$ cat src/rtl/ocd_pkg.sv
package ocd_pkg;

    // ------------------------------------------------------------
    // Bus geometry
    // ------------------------------------------------------------
    localparam int ADDR_W = 12;
    localparam int DATA_W = 32;
    localparam int IDX_W = 10;
    localparam int REG_W = 8;

    // Register indices; byte address is four times the index
    localparam logic [IDX_W-1:0] IDX_CH1_ROUTING = 10'h195;
    localparam logic [IDX_W-1:0] IDX_CH2_COUNTS = 10'h196;
    localparam logic [IDX_W-1:0] IDX_CH2_CONTROL = 10'h197;
    localparam logic [IDX_W-1:0] IDX_CH2_ROUTING = 10'h198;
    localparam logic [IDX_W-1:0] IDX_CH2_STATUS = 10'h199;

    // ------------------------------------------------------------
    // Field positions
    // ------------------------------------------------------------
    localparam int CNT_W = 4;
    localparam int LOW_LSB = 4;
    localparam int HIGH_LSB = 0;
    localparam int BIT_BYPASS = 7;
    localparam int BIT_NOSYNC = 6;
    localparam int BIT_FORCE = 5;
    localparam int BIT_START = 4;
    localparam int PHASE_LSB = 0;
    localparam int BIT_DIRECT = 1;
    localparam int BIT_DCC_OFF = 0;
    localparam int ST_BIT_OUT = 0;
    localparam int ST_BIT_DCC = 1;
    localparam int ST_BIT_HOLD = 2;
    localparam int ST_BIT_RUN = 3;

    // ------------------------------------------------------------
    // Reset values and source-select codes
    // ------------------------------------------------------------
    localparam logic [REG_W-1:0] RST_COUNTS = 8'h00;
    localparam logic [REG_W-1:0] RST_CONTROL = 8'h00;
    localparam logic [1:0] RST_ROUTING = 2'h0;
    localparam logic [1:0] SRC_VCO_DIRECT = 2'h2;
    localparam logic [1:0] SRC_EXT_DIRECT = 2'h0;

    // Synchroniser lanes
    localparam int SY_N = 4;
    localparam int SY_DIST = 0;
    localparam int SY_VCO = 1;
    localparam int SY_EXT = 2;
    localparam int SY_PIN = 3;

    typedef enum logic [1:0] {
        ST_HOLD = 2'b00,
        ST_PHASE = 2'b01,
        ST_RUN = 2'b10
    } ocd_state_e;

    typedef struct packed {
        logic bypass;
        logic nosync;
        logic force_hi;
        logic start_hi;
        logic [CNT_W-1:0] phase;
        logic [CNT_W-1:0] low_cnt;
        logic [CNT_W-1:0] high_cnt;
        logic duty_correction_disable;
    } ocd_div_cfg_s;

endpackage

$ cat src/rtl/ocd_output_channel_divider.sv
`timescale 1ns/1ps
`default_nettype none
// Overview of operation
// - The divider output stays low for the low-count field plus one distribution cycles, reset value zero.
// - The divider output stays high for the high-count field plus one distribution cycles, reset value zero.
// - With bypass set the divider idles and the distribution clock passes straight to its output.
// - With sync-exempt clear the divider obeys chip-level sync, with it set the divider ignores sync.
// - The force-level bit parks the output high or low, only while sync-exempt is set and bypass is clear.
// - The start-level bit chooses whether division starts from a high or a low output.
// - A 4-bit phase field delays the start of division by that many distribution cycles.
// - Pair C takes the divider, or with direct-route set the VCO on select 10b, the external clock on 00b, else the divider.
// - Pair B direct-route bit 1 behaves the same way over the second channel's divider output.
// - Duty-cycle correction is engaged while its disable bit and bypass are both clear, and skipped while either is set.
// - Source select is VCO-versus-external in bit 1 and VCO divider bypass in bit 0, the two never both set.
// - Soft sync, opposite in polarity to the sync pin, holds channels static while high and its fall starts them.
module ocd_output_channel_divider (
    // Clock and reset
    input wire logic pclk,
    input wire logic presetn,
    // APB slave
    input wire logic psel,
    input wire logic penable,
    input wire logic pwrite,
    input wire logic [ocd_pkg::ADDR_W-1:0] paddr,
    input wire logic [ocd_pkg::DATA_W-1:0] pwdata,
    output logic [ocd_pkg::DATA_W-1:0] prdata,
    output logic pready,
    output logic pslverr,
    // Clock sources, asynchronous pins
    input wire logic dist_clk,
    input wire logic vco_clk,
    input wire logic ext_clk,
    // Sync controls and source select
    input wire logic sync_pin_n,
    input wire logic soft_sync,
    input wire logic [1:0] source_sel,
    // Second channel divider from the neighbouring block
    input wire logic ch1_div_out,
    // Output pairs
    output logic pair_b_output_p,
    output logic pair_b_output_n,
    output logic pair_c_output_p,
    output logic pair_c_output_n
);
    import ocd_pkg::*;

    // ------------------------------------------------------------
    // Pin synchronisers
    // ------------------------------------------------------------
    logic [SY_N-1:0] sy1_q;
    logic [SY_N-1:0] sy2_q;
    logic dist_prev_q;
    logic hold_prev_q;
    logic dist_lvl;
    logic dist_tick;
    logic sync_hold;

    always_ff @(posedge pclk or negedge presetn) begin
        if (!presetn) begin
            sy1_q <= '0;
            sy2_q <= '0;
        end else begin
            sy1_q <= {sync_pin_n, ext_clk, vco_clk, dist_clk};
            sy2_q <= sy1_q;
        end
    end

    always_ff @(posedge pclk or negedge presetn) begin
        if (!presetn) begin
            dist_prev_q <= 1'b0;
            hold_prev_q <= 1'b1;
        end else begin
            dist_prev_q <= dist_lvl;
            hold_prev_q <= sync_hold;
        end
    end

    // Divider counts on each rising edge of the distribution clock; sources must run below pclk/2
    assign dist_lvl = sy2_q[SY_DIST];
    assign dist_tick = dist_lvl & ~dist_prev_q;
    // Soft sync high or pin low holds the channels
    assign sync_hold = soft_sync | ~sy2_q[SY_PIN];

    // ------------------------------------------------------------
    // Registers
    // ------------------------------------------------------------
    logic [1:0] ch1_routing_q;
    logic [REG_W-1:0] ch2_counts_q;
    logic [REG_W-1:0] ch2_control_q;
    logic [1:0] ch2_routing_q;
    logic [REG_W-1:0] status_q;
    logic [REG_W-1:0] status_d;

    logic [IDX_W-1:0] idx;
    logic hit_r1;
    logic hit_c;
    logic hit_k;
    logic hit_r2;
    logic hit_st;
    logic hit_any;
    logic setup_ph;
    logic wr_en;

    assign idx = paddr[ADDR_W-1:ADDR_W-IDX_W];
    assign hit_r1 = (idx == IDX_CH1_ROUTING);
    assign hit_c = (idx == IDX_CH2_COUNTS);
    assign hit_k = (idx == IDX_CH2_CONTROL);
    assign hit_r2 = (idx == IDX_CH2_ROUTING);
    assign hit_st = (idx == IDX_CH2_STATUS);
    assign hit_any = hit_r1 | hit_c | hit_k | hit_r2 | hit_st;
    assign setup_ph = psel & ~penable;
    // Write lands on the access edge that also sees pready
    assign wr_en = psel & penable & pready & pwrite;

    always_ff @(posedge pclk or negedge presetn) begin
        if (!presetn) begin
            ch1_routing_q <= RST_ROUTING;
            ch2_counts_q <= RST_COUNTS;
            ch2_control_q <= RST_CONTROL;
            ch2_routing_q <= RST_ROUTING;
        end else if (wr_en) begin
            if (hit_r1) begin
                ch1_routing_q <= pwdata[1:0];
            end
            if (hit_c) begin
                ch2_counts_q <= pwdata[REG_W-1:0];
            end
            if (hit_k) begin
                ch2_control_q <= pwdata[REG_W-1:0];
            end
            if (hit_r2) begin
                ch2_routing_q <= pwdata[1:0];
            end
        end
    end

    // ------------------------------------------------------------
    // APB answer
    // ------------------------------------------------------------
    logic [REG_W-1:0] rd_mux;

    // Unused upper bits of routing registers read as zero
    assign rd_mux = hit_r1 ? {6'h00, ch1_routing_q} :
                    hit_c ? ch2_counts_q :
                    hit_k ? ch2_control_q :
                    hit_r2 ? {6'h00, ch2_routing_q} :
                    hit_st ? status_q : 8'h00;

    // One wait-free access phase: pready rises in the cycle after setup
    always_ff @(posedge pclk or negedge presetn) begin
        if (!presetn) begin
            pready <= 1'b0;
            pslverr <= 1'b0;
            prdata <= '0;
        end else begin
            pready <= setup_ph;
            pslverr <= setup_ph & ~hit_any;
            if (setup_ph & ~pwrite) begin
                prdata <= {24'h000000, rd_mux};
            end else if (setup_ph) begin
                prdata <= '0;
            end
        end
    end

    // ------------------------------------------------------------
    // Third channel divider
    // ------------------------------------------------------------
    ocd_div_cfg_s cfg;
    logic div_out;
    ocd_state_e div_state;

    assign cfg.bypass = ch2_control_q[BIT_BYPASS];
    assign cfg.nosync = ch2_control_q[BIT_NOSYNC];
    assign cfg.force_hi = ch2_control_q[BIT_FORCE];
    assign cfg.start_hi = ch2_control_q[BIT_START];
    assign cfg.phase = ch2_control_q[PHASE_LSB +: CNT_W];
    assign cfg.low_cnt = ch2_counts_q[LOW_LSB +: CNT_W];
    assign cfg.high_cnt = ch2_counts_q[HIGH_LSB +: CNT_W];
    assign cfg.duty_correction_disable = ch2_routing_q[BIT_DCC_OFF];

    ocd_chan_div u_div (
        .pclk(pclk),
        .presetn(presetn),
        .tick(dist_tick),
        .src_lvl(dist_lvl),
        .cfg(cfg),
        .hold(sync_hold),
        .out_q(div_out),
        .state_q(div_state)
    );

    // ------------------------------------------------------------
    // Direct routing to the output pairs
    // ------------------------------------------------------------
    logic src_vco;
    logic src_ext;
    logic pair_b_d;
    logic pair_c_d;

    // The illegal select 11b never routes a raw source
    assign src_vco = (source_sel == SRC_VCO_DIRECT);
    assign src_ext = (source_sel == SRC_EXT_DIRECT);

    assign pair_c_d = (ch2_routing_q[BIT_DIRECT] & src_vco) ? sy2_q[SY_VCO] :
                      (ch2_routing_q[BIT_DIRECT] & src_ext) ? sy2_q[SY_EXT] :
                      div_out;
    assign pair_b_d = (ch1_routing_q[BIT_DIRECT] & src_vco) ? sy2_q[SY_VCO] :
                      (ch1_routing_q[BIT_DIRECT] & src_ext) ? sy2_q[SY_EXT] :
                      ch1_div_out;

    always_ff @(posedge pclk or negedge presetn) begin
        if (!presetn) begin
            pair_b_output_p <= 1'b0;
            pair_b_output_n <= 1'b1;
            pair_c_output_p <= 1'b0;
            pair_c_output_n <= 1'b1;
        end else begin
            pair_b_output_p <= pair_b_d;
            pair_b_output_n <= ~pair_b_d;
            pair_c_output_p <= pair_c_d;
            pair_c_output_n <= ~pair_c_d;
        end
    end

    // ------------------------------------------------------------
    // Status
    // ------------------------------------------------------------
    // Correction works below one distribution cycle, so here it only shows as engaged
    always_comb begin
        status_d = '0;
        status_d[ST_BIT_OUT] = div_out;
        status_d[ST_BIT_DCC] = ~cfg.duty_correction_disable & ~cfg.bypass;
        status_d[ST_BIT_HOLD] = sync_hold & ~cfg.nosync;
        status_d[ST_BIT_RUN] = (div_state == ST_RUN);
    end

    always_ff @(posedge pclk or negedge presetn) begin
        if (!presetn) begin
            status_q <= '0;
        end else begin
            status_q <= status_d;
        end
    end

    // Sync release is seen here for the channel one neighbour too
    logic sync_release_q;

    always_ff @(posedge pclk or negedge presetn) begin
        if (!presetn) begin
            sync_release_q <= 1'b0;
        end else begin
            sync_release_q <= hold_prev_q & ~sync_hold;
        end
    end

endmodule
`default_nettype wire

$ cat src/rtl/ocd_chan_div.sv
`timescale 1ns/1ps
`default_nettype none
module ocd_chan_div (
    // Clock and reset
    input wire logic pclk,
    input wire logic presetn,
    // Distribution clock as enable pulse and level
    input wire logic tick,
    input wire logic src_lvl,
    // Configuration and sync
    input wire ocd_pkg::ocd_div_cfg_s cfg,
    input wire logic hold,
    // Result
    output logic out_q,
    output ocd_pkg::ocd_state_e state_q
);
    import ocd_pkg::*;

    logic out_d;
    ocd_state_e state_d;
    logic [CNT_W-1:0] cnt_q;
    logic [CNT_W-1:0] cnt_d;
    logic [CNT_W-1:0] limit;
    logic at_limit;
    logic phase_last;

    assign limit = out_q ? cfg.high_cnt : cfg.low_cnt;
    assign at_limit = (cnt_q == limit);
    assign phase_last = (cnt_q == cfg.phase - 1'b1);

    always_comb begin
        out_d = out_q;
        state_d = state_q;
        cnt_d = cnt_q;
        if (cfg.bypass) begin
            // Divider idle, source passed straight through
            out_d = src_lvl;
            state_d = ST_HOLD;
            cnt_d = '0;
        end else if (cfg.nosync) begin
            // Sync ignored, output parked at the forced level
            out_d = cfg.force_hi;
            state_d = ST_HOLD;
            cnt_d = '0;
        end else if (hold) begin
            // Static state while sync is asserted
            out_d = cfg.start_hi;
            state_d = ST_HOLD;
            cnt_d = '0;
        end else begin
            case (state_q)
                ST_HOLD: begin
                    // Release of sync starts division
                    out_d = cfg.start_hi;
                    cnt_d = '0;
                    state_d = (cfg.phase == '0) ? ST_RUN : ST_PHASE;
                end
                ST_PHASE: begin
                    // Coarse delay in distribution cycles
                    if (tick) begin
                        if (phase_last) begin
                            cnt_d = '0;
                            state_d = ST_RUN;
                        end else begin
                            cnt_d = cnt_q + 1'b1;
                        end
                    end
                end
                ST_RUN: begin
                    // Low for low+1 cycles, high for high+1
                    if (tick) begin
                        if (at_limit) begin
                            out_d = ~out_q;
                            cnt_d = '0;
                        end else begin
                            cnt_d = cnt_q + 1'b1;
                        end
                    end
                end
                default: begin
                    state_d = ST_HOLD;
                    cnt_d = '0;
                end
            endcase
        end
    end

    always_ff @(posedge pclk or negedge presetn) begin
        if (!presetn) begin
            out_q <= 1'b0;
            state_q <= ST_HOLD;
            cnt_q <= '0;
        end else begin
            out_q <= out_d;
            state_q <= state_d;
            cnt_q <= cnt_d;
        end
    end

endmodule
`default_nettype wire

$ cat config.mk
export PLATFORM = sky130hd
export DESIGN_NAME = ocd_output_channel_divider
export DESIGN_NICKNAME = d
export VERILOG_FILES = /design/src/rtl/ocd_pkg.sv /design/src/rtl/ocd_output_channel_divider.sv /design/src/rtl/ocd_chan_div.sv
export SDC_FILE = /design/constraint.sdc
export NUM_CORES = 1
export LEC_CHECK = 0
export ABC_AREA = 1
export BUFFER_PORTS_ARGS = -buffer_cell sky130_fd_sc_hd__buf_4
export CAP_MARGIN = 5
export CORE_ASPECT_RATIO = 2
export CORE_MARGIN = 3
export CORE_UTILIZATION = 56
export DETAILED_ROUTE_END_ITERATION = 6
export PLACE_DENSITY = 0.86
export SLEW_MARGIN = 20
export SYNTH_ARGS = -nofsm -noshare
export SYNTH_HDL_FRONTEND = slang
export SYNTH_HIERARCHICAL = 1
export SYNTH_SLANG_ARGS = --single-unit
export TNS_END_PERCENT = 5
$ cat constraint.sdc
create_clock -name pclk -period 4.5 [get_ports pclk]
set_clock_uncertainty 0.15 [all_clocks]
set_input_delay 0.9 -clock pclk [delete_from_list [all_inputs] [get_ports pclk]]
set_output_delay 0.9 -clock pclk [all_outputs]
set_load 0.02 [all_outputs]
# Yosys cells after proc, flatten, opt, wreduce, memory -nomap -nowiden
# Index checks and enable logic that the tools add are counted.
# word_totals
memories	0
word_cells	109
rom_bits	0
regBits	78
in_bits	57
output_inout_bits	38
mem_bits_rw	0
latch_bits	0
# op_classes
mul	0
mux	33
div	0
bitwise	29
n_shift	0
eq_ne	15
magnitude_cmp	0
reduce_logical	12
addsub	2
# op_table
operator	n
32-bit 2-to-1 mux	2
10-bit by 9-bit equality test with 1-bit output, second input constant	5
4-bit 2-to-1 mux	10
8-bit 2-to-1 mux	3
1-bit AND	13
2-bit 2-to-1 mux	6
1-bit NOT	11
5-bit by 4-bit != test with 1-bit output, second input constant	2
5-bit != test, second input constant	2
2-bit AND reduction	5
1-bit 2-to-1 mux	9
4-bit equality test	2
4-bit one-hot mux with 2 select lines	1
2-bit one-hot mux with 3 select lines	1
3-bit AND reduction	2
1-bit bitwise OR	5
5-bit nonzero test	1
4-bit by 1-bit adder with 4-bit output, second input constant	1
2-bit equality test, second input constant	2
2-bit logical NOT	2
4-bit logical NOT	1
4-bit != test, second input constant	1
4-bit by 1-bit subtractor with 4-bit output, second input constant	1
2-bit by 1-bit equality test with 1-bit output, second input constant	1
2 further kinds	2

# Logic depth before layout (Yosys ltp)
# Gate-level depths: netlist (run 1).
# depth
word_depth	8
ltp_mapped	13
ltp_nobuf	13

# Modules after synthesis
# Netlist (run 1), hierarchy kept.
# by_module_without_submodules
module	seq_area_each_um2	area_each_um2	n_inst	cells_per_inst
ocd_output_channel_divider	1178.6	2304.7	1	254
ocd_chan_div	175.2	815.8	1	143

# Worst setup path after synthesis (run 1)
# OpenSTA, ideal clock, no wires.
# synth_timing
kind	input port to flip-flop
startpoint	in paddr[7] (netlist name)
endpoint	reg ch2_counts_q[6]
path_stages	9
t_required_ns	4.232
path_buffers	1
path_slack_ns	2.477
arrival_time_ns	1.755
setup_ns	0.118
cell_sequence	nor2_4 > nand2_4 > nor2_8 > nand3_4 > nor2_4 > nand2_4 > buf_6 > nand2_2 > o21ai_2
# synth_via
elab_chain_len	2
# synth_lines
element	line_no	rtl
start, declared	ocd_output_channel_divider.sv:24	input wire logic [ocd_pkg::ADDR_W-1:0] paddr,
10-bit by 9-bit equality test with 1-bit output	ocd_output_channel_divider.sv:106	assign hit_c = (idx == IDX_CH2_COUNTS);
2-bit AND reduction (no source line)	n/a	
end signal, assigned	ocd_output_channel_divider.sv:126	ch2_counts_q <= pwdata[REG_W-1:0];
end, declared	ocd_output_channel_divider.sv:88	logic [REG_W-1:0] ch2_counts_q;
# Every way passes these cells.
# A chain may end at the register's enable or synchronous reset.

# Final worst setup path (run 1)
# layout_timing
startpoint	in paddr[7] (netlist name)
endpoint	reg ch2_control_q[0]
# layout_via
elab_chain_len	2
# layout_lines
element	line_no	rtl
10-bit by 9-bit equality test with 1-bit output	ocd_output_channel_divider.sv:107	assign hit_k = (idx == IDX_CH2_CONTROL);
2-bit AND reduction (no source line)	n/a	
end signal, assigned	ocd_output_channel_divider.sv:129	ch2_control_q <= pwdata[REG_W-1:0];
end, declared	ocd_output_channel_divider.sv:89	logic [REG_W-1:0] ch2_control_q;
# Every way passes these cells.

==> results of run 1 <==
sequential cells by signal (all words and copies together) (netlist names):
name / flops
ch2_counts_q: 8
status_q: 4
ch2_control_q: 8
dist_prev_q: 1
u_div/state_q: 2
u_div/out_q: 1
pslverr: 1
pair_c_output_n: 1
pair_c_output_p: 1
u_div/cnt_q: 4
ch2_routing_q: 2
pready: 1
pair_b_output_p: 1
prdata: 8
pair_b_output_n: 1
sy1_q: 4
ch1_routing_q: 2
sy2_q: 4
metal layers:
layer / global-route usage / part of all wire
met2: 0.3877 / 0.54
met4: 0.1740 / 0.069
met3: 0.05336 / 0.049
met1: 0.2149 / 0.34
met5: 0 / 0
cells in the mapped netlist, types with 3 or more instances:
cell type    n  area share
nand2_1    125        0.15
dfrtp_1     52        0.42
inv_1       41       0.049
nand3_1     41       0.066
buf_4       25       0.060
nor2_1      21       0.025
o21ai_2     16       0.045
inv_2        8      0.0096
nand2_2      8       0.016
ha_1         6       0.024
nand4_1      6       0.012
o21ai_0      6      0.0096
nor2_2       5       0.010
o21ai_1      4      0.0064
a21oi_1      3      0.0048
nor3_1       3      0.0048
path summary, 6_finish.rpt:
kind / startpoint / to / depth (start not counted)
min: sy1_q[1]$_DFF_PN0_ / sy2_q[1]$_DFF_PN0_ / 0
max: paddr[7] / ch2_control_q[0]$_DFFE_PN0P_ / 9
max in group asynchronous: presetn / pslverr$_DFF_PN0_ / 1
max reg2reg: ch2_control_q[0]$_DFFE_PN0P_ / u_div/cnt_q[2]$_DFFE_PN0P_ / 12
min reg2reg: sy1_q[1]$_DFF_PN0_ / sy2_q[1]$_DFF_PN0_ / 0
min in group asynchronous: presetn / ch2_counts_q[4]$_DFFE_PN0P_ / 1
metrics by stage:
step                worst slack (ns)  utilization  hold WS [ns]
finish                         2.431       0.6641        0.2057
global route                   2.344       0.6641        0.2152
CTS                            2.444       0.6641        0.2098
detailed placement             2.094       0.6432        0.1855
global placement               2.104       0.6432        0.1822
floorplan                      2.477            -        0.1812
layout by cell type (no fill, tap or decap), drive strengths merged:
master,netlist,final
o21bai,2,2
nand4,6,6
a21oi,3,3
clkinvlp,0,1
xor2,2,2
nand2,135,135
inv,50,50
nand3b,1,1
dfstp,2,2
o21a,1,1
bufinv,0,1
nor4,1,1
o31ai,1,1
ha,6,6
o21ai,26,26
clkbuf,0,6
a22oi,1,1
nor3b,1,1
conb,1,24
nor2,29,29
buf,28,44
and3,1,1
nor3,4,4
nand3,42,42
dfrtp,52,52
a31oi,1,1
o211ai,1,1
area by class of cell:
type / count / area (um2)
clock buffer: 6 / 72.57
clock inverter: 2 / 37.54
fill: 453 / 1773
inverter: 50 / 190.2
multi-input combinational: 288 / 1448
sequential: 54 / 1354
tap: 58 / 72.57
timing repair buffer: 44 / 330.3
report_power, final:
| group | total, mW | leakage [nW] | switching (mW) | internal, mW |
|---|---|---|---|---|
| clock | 0.328 | 0.0514 | 0.162 | 0.166 |
| combinational | 0.0969 | 1.18 | 0.0665 | 0.0304 |
| sequential | 0.499 | 0.711 | 0.00513 | 0.494 |
logic make-up (layout without fill, tap and decap cells):
logic type | count (synthesis) | in the layout | synth area share
other cells | 1 | 24 | 0.001202
flops | 54 | 54 | 0.4338
buf+inv | 78 | 102 | 0.1299
fa+ha+maj | 6 | 6 | 0.02406
compound gates | 36 | 36 | 0.08220
simple gates | 220 | 220 | 0.3232
xor+xnor | 2 | 2 | 0.005614
==> results.txt, run 1 <==
----------------------------------------------------
[Clock tree]
  TritonCTS clock tree ... built
  Reg clk slew, reported paths ... 0.10 ns
  Post-CTS Setup Inserts ... 0
  Hold Buf Count CTS ... 0
  Number of clock sinks ... 54
  Buffer levels on the longest clock path ... 2
  CTS Buf Count ... 5
  CTS H-tree lvls ... 2
  Insertion delay of the later-clocked pin in the worst-skew pair ... 0.32 ns
  Clock tree root driver cell ... clkbuf_8
  Number of resized instances in the post-cts repair step ... 0

[Timing]
  Crit path time final ... 2.069 ns
  Upper clock frequency limit ... around 480 MHz
  RSZ-0062 raised after global routing ... no
  Final setup violation count ... 0
  Final hold vios ... 0
  Setup TNS ... 0 ns
  Final period utilization ... 0.4597
  Number of pins exceeding their max-slew limit in the final report ... 0
  Least-Margin Pin Slew ... around 0.67 ns
  Headroom to the max-slew limit ... 0.5513

[Worst setup path]
  Worst reg-to-reg setup slack ... 2.66 ns
  Kind of critical path ... primary input to flop
  Worst Path Buf+Inv ... 1
  Startpoint kind of the worst setup timing path ... primary input
  Worst Path Max Fanout ... 16
  Data arrival at the endpoint of the critical path ... between 2 and 2.5 ns
  Required time reported for the critical path endpoint ... 4.56 ns
  Sequence of cells on the critical path ... buf_4 -> nor2_4 -> nand2_4 -> nor2_8 -> nand3_4 -> nor2_2 -> nand2_2 -> nand2_1 -> o21ai_2
  Cell with the largest stage delay on the worst path ... nand2_2
  Critical Path End Type ... flop
  Slowest cell delay on critical path ... 0.24 ns
  Largest delay contributor family on the critical path ... simple AND/OR/NAND/NOR gates

[Floorplan]
  Floorplan die width ... 58.79 um
  Die footprint ... approximately 0.0066 mm2
  Number of placed I/O pins ... 95
  Initial Utilization ... 0.5913
  Floorplan Core Area ... 0.005278 mm2
  Die Span Y ... 111.6 um
  Row cnt ... 37

[Finish]
  Ratio of cells with drive above 1 in the final layout ... 0.2230
  Diodes inserted ... 0
  Final Net Count ... approximately 510
  Non-filler cells, final ... 502
  Post-route cell area ... 0.003505 mm2
  Signed area change from the synthesized netlist to the final layout ... 12.31%

[Detailed routing]
  Average detailed-routed wire length per instance ... 13.54 um
  Drt pass-1 iters ... 4
  Routed wire length ... 6796 um
  Vias per cell ... 5.299
  First DRT Iteration DRCs ... 101
  Remaining DRCs ... 0
  Final ANT Viol Nets ... 0
  Via count ... 2660

[Pwr]
  VDD IR-drop max ... 0.0003545 V
  Leak Pwr ... around 1.9 nW
  Total power per unit cell area ... around 260 mW/mm2
  Total design power ... 924.0 uW

[Job]
  Max-cap violation count ... 0

[Yosys]
  Number of flops mapped to enable cells by yosys ... 0
  Post-synth design cell area ... 0.003120 mm2
  Sequential-to-total area share from yosys stat ... 0.4338
  Post-synthesis average cell area ... slightly below 8 um2
  Yosys reg bits ... 54
  Share of flip-flops with an asynchronous set or reset after synthesis ... 1.000
  Synth cell types ... 37
  Most instantiated flip-flop cell in the synthesis netlist ... dfrtp_1
  Number of instances in the synthesized netlist ... 397
  Count of warnings emitted by yosys ... 6

[GRT]
  Total congestion overflow after global routing ... 0
  Largest net degree at the start of global routing ... 55
  Number of global-route vias before repair ... 2638
  Gr usage total ... 0.2246
  Antenna violations before repair ... 0
  Global-route wire length before repair ... between 10000 and 15000 um

[Place]
  Cell count after placement ... slightly below 500
  Weighted congestion at the end of routability-driven global placement ... a little over 0.9
  Number of buffer cells added on primary ports ... between 40 and 50
  Half-perimeter wire length after placement ... around 5200 um
  Post-detailed-placement cell area ... 0.003395 mm2

[Hold path]
  Worst min path class ... flop to flop

[Status]
  Run status ... completed

----------------------------------------------------
Note: power is estimated with default switching activity, not from simulation.
==> run 2: changes to the inputs <==
Settings changed: ABC_AREA 1 to 0, CORE_UTILIZATION 56 to 45, PLACE_DENSITY 0.86 to 0.76.
Clock period 4.5 ns to 1.9 ns, I/O delays scaled along.
==> run 2 against run 1 <==
  * Sequential share of layout area increased by 0.36 points
  * Via count decreased by 24%
  * Worst hold slack got worse by 0.16 ns
  * Sequential power increased by 140%
  * Clock power increased to 2.7 times the previous value
  * Worst setup slack got worse by 2.4 ns
  * Utilization decreased by 8.5 points
  * Clock-buffer cell count decreased by 1
  * Final cell count decreased by 24%
==> results.txt, run 2 <==
----------------------------------------------------
[Detailed routing]
  Drt pass-1 iters ... 4
  Vias per cell ... between 5 and 6
  Remaining DRCs ... 0
  First DRT Iteration DRCs ... between 100 and 150
  Routed wire length ... 5994 um
  Final ANT Viol Nets ... 0
  Via count ... 2023
  Average detailed-routed wire length per instance ... 15.65 um

[Worst setup path]
  Required time reported for the critical path endpoint ... 1.93 ns
  Critical Path End Type ... flop
  Worst Path Buf+Inv ... 1
  Data arrival at the endpoint of the critical path ... 1.85 ns
  Count of cells along the worst register-to-register path ... 7
  Largest delay contributor family on the critical path ... flip-flops
  WP depth ... 7
  Startpoint kind of the worst setup timing path ... flop
  Worst Path Max Fanout ... 2
  Kind of critical path ... flop to flop
  Cell with the largest stage delay on the worst path ... dfrtp_1
  Sequence of cells on the critical path ... inv_1 -> ha_1 -> xor2_1 -> and4_1 -> a31oi_4 -> mux2i_1 -> nor2_1
  Slowest cell delay on critical path ... 0.35 ns

[Finish]
  Non-filler cells, final ... 383
  Post-route cell area ... 0.003476 mm2
  Core utilization of the finished layout ... 0.5788
  Signed area change from the synthesized netlist to the final layout ... 23.85%
  Commonest cells after routing, fill and taps aside ... buf_4, dfrtp_1, conb_1, mux2_2, nand2_1
  Diodes inserted ... 0
  Largest registers in the final layout ... ch2_control_q x8, ch2_counts_q x8, prdata x8
  Final Net Count ... 382
  Most common cell after layout, fill and taps aside ... buf_4
  Ratio of cells with drive above 1 in the final layout ... 0.3500

[Timing]
  PnR worst setup slack ... 0.07921 ns
  Least-Margin Pin Slew ... approximately 0.65 ns
  Final setup violation count ... 0
  Headroom to the max-slew limit ... 0.5678
  Number of pins exceeding their max-slew limit in the final report ... 0
  Final period utilization ... 0.9583
  Setup TNS ... 0 ns
  Final Hold Slack ... approximately 0.043 ns
  RSZ-0062 raised after global routing ... yes
  Crit path time final ... between 1.5 and 2 ns
  Upper clock frequency limit ... 549.2 MHz
  Final hold vios ... 0

[Clock tree]
  CTS Buf Count ... 5
  CTS H-tree lvls ... 2
  Post-CTS Setup Inserts ... 0
  TritonCTS clock tree ... built
  Insertion delay of the later-clocked pin in the worst-skew pair ... ~0.29 ns
  Clock tree root driver cell ... clkbuf_16
  Reg clk slew, reported paths ... 0.06 ns
  Number of clock sinks ... 54
  Buffer levels on the longest clock path ... 2

[Yosys]
  Number of flops mapped to enable cells by yosys ... 0
  Share of flip-flops with an asynchronous set or reset after synthesis ... 1.000
  Largest area contributor in the synthesized netlist ... dfrtp_1
  Top cell types by occurrence after synthesis ... dfrtp_1, buf_4, mux2_2
  Top-count cell post-synth ... dfrtp_1
  Count of warnings emitted by yosys ... 6
  Post-synthesis average cell area ... 11.18 um2
  Yosys reg bits ... 54
  Sequential-to-total area share from yosys stat ... 0.4824
  Synth cell types ... 47
  Most instantiated flip-flop cell in the synthesis netlist ... dfrtp_1
  Post-synth design cell area ... approximately 0.0028 mm2
  Fraction of post-synthesis cell area in the top cell type by area ... 0.4637
  Cell types with the largest area share after synthesis ... dfrtp_1, mux2_2, buf_4
  Number of instances in the synthesized netlist ... approximately 250

[GRT]
  Total congestion overflow after global routing ... 0
  Antenna violations before repair ... 0
  Global-route wire length before repair ... around 9500 um
  Gr usage total ... 0.1782
  Largest net degree at the start of global routing ... 55
  Number of global-route vias before repair ... 2106

[Job]
  Max-cap violation count ... 0

[Place]
  Cell count after placement ... 374
  Weighted congestion at the end of routability-driven global placement ... 0.9040
  Number of buffer cells added on primary ports ... 44
  Post-detailed-placement cell area ... ~0.0033 mm2
  Half-perimeter wire length after placement ... roughly 4700 um
  Worst slack at placement ... -0.1116 ns

[Status]
  Run status ... completed

[Hold path]
  Number of cells on the worst hold path ... 1
  Worst min path class ... primary input to flop

[Pwr]
  Total power per unit cell area ... 660.5 mW/mm2
  Leak Pwr ... 1.732 nW
  VDD IR-drop max ... 0.0006575 V
  Total design power ... 2.296 mW

[Floorplan]
  Die Span Y ... between 100 and 150 um
  Floorplan die width ... just over 60 um
  Row cnt ... 40
  Initial Utilization ... 0.4673
  Die footprint ... 0.007277 mm2
  Number of placed I/O pins ... 95
  Floorplan Core Area ... about 0.006 mm2

----------------------------------------------------
==> run 2: worst register-to-register path, stage by stage (launching register included) <==
cell	delay [ns]
dfrtp_1	0.35
inv_1	0.06
ha_1	0.30
xor2_1	0.17
and4_1	0.20
a31oi_4	0.21
mux2i_1	0.23
nor2_1	0.06
==> run 2: where the power goes <==
part,internal [mW],switching [mW],leakage (nW)
logic,0.0931,0.143,0.952
clock network,0.487,0.390,0.0698
registers,1.17,0.0104,0.710
==> run 2: final timing paths <==
kind	startpoint	end	slack [ns]
max reg2reg	ch2_control_q[0]$_DFFE_PN0P_	u_div/state_q[0]$_DFFE_PN0P_	0.08
max in group asynchronous	presetn	u_div/out_q$_DFFE_PN0P_	0.61
min	ext_clk	sy1_q[2]$_DFF_PN0_	0.04
min in group asynchronous	presetn	sy2_q[3]$_DFF_PN0_	0.51
max	ch2_control_q[0]$_DFFE_PN0P_	u_div/state_q[0]$_DFFE_PN0P_	0.08
min reg2reg	sy1_q[0]$_DFF_PN0_	sy2_q[0]$_DFF_PN0_	0.20
==> run 2: final cells by class <==
type | count | area, um2
clock buffers | 5 | 125.1
clock inverters | 3 | 21.27
fillers | 511 | 2530
inverters | 15 | 56.30
multi-input cells | 176 | 1321
flip-flops and latches | 54 | 1355
well taps | 63 | 78.83
repair buffers | 67 | 518.0
==> run 2: logic make-up (layout without fill, tap and decap cells) <==
| logic type | after synthesis | count (layout) | synth area share |
|---|---|---|---|
| compound gates | 36 | 36 | 0.09407 |
| xor+xnor | 10 | 10 | 0.03121 |
| mux | 36 | 36 | 0.1387 |
| buf+inv | 44 | 90 | 0.09451 |
| other cells | 1 | 24 | 0.001336 |
| fa+ha+maj | 6 | 6 | 0.02675 |
| simple gates | 64 | 64 | 0.1311 |
| flops | 54 | 54 | 0.4824 |
==> run 2: metal layers <==
| layer | track usage | routed length (um) | vias up |
|---|---|---|---|
| li1 | - | - | 965 |
| met1 | 0.1599 | 1825 | 978 |
| met2 | 0.3287 | 3604 | 62 |
| met3 | 0.03403 | 242 | 18 |
| met4 | 0.1102 | 323 | 0 |
| met5 | 0 | 0 | - |
==> run 2: what timing repair did <==
action | in CTS | in global routing
hold buffers | 1 | 0
pin swaps | 0 | 3
hold endpoints to repair | 52 | 0
resized for setup | 2 | 7
cloned | 0 | 0
setup endpoints to repair | 2 | 7
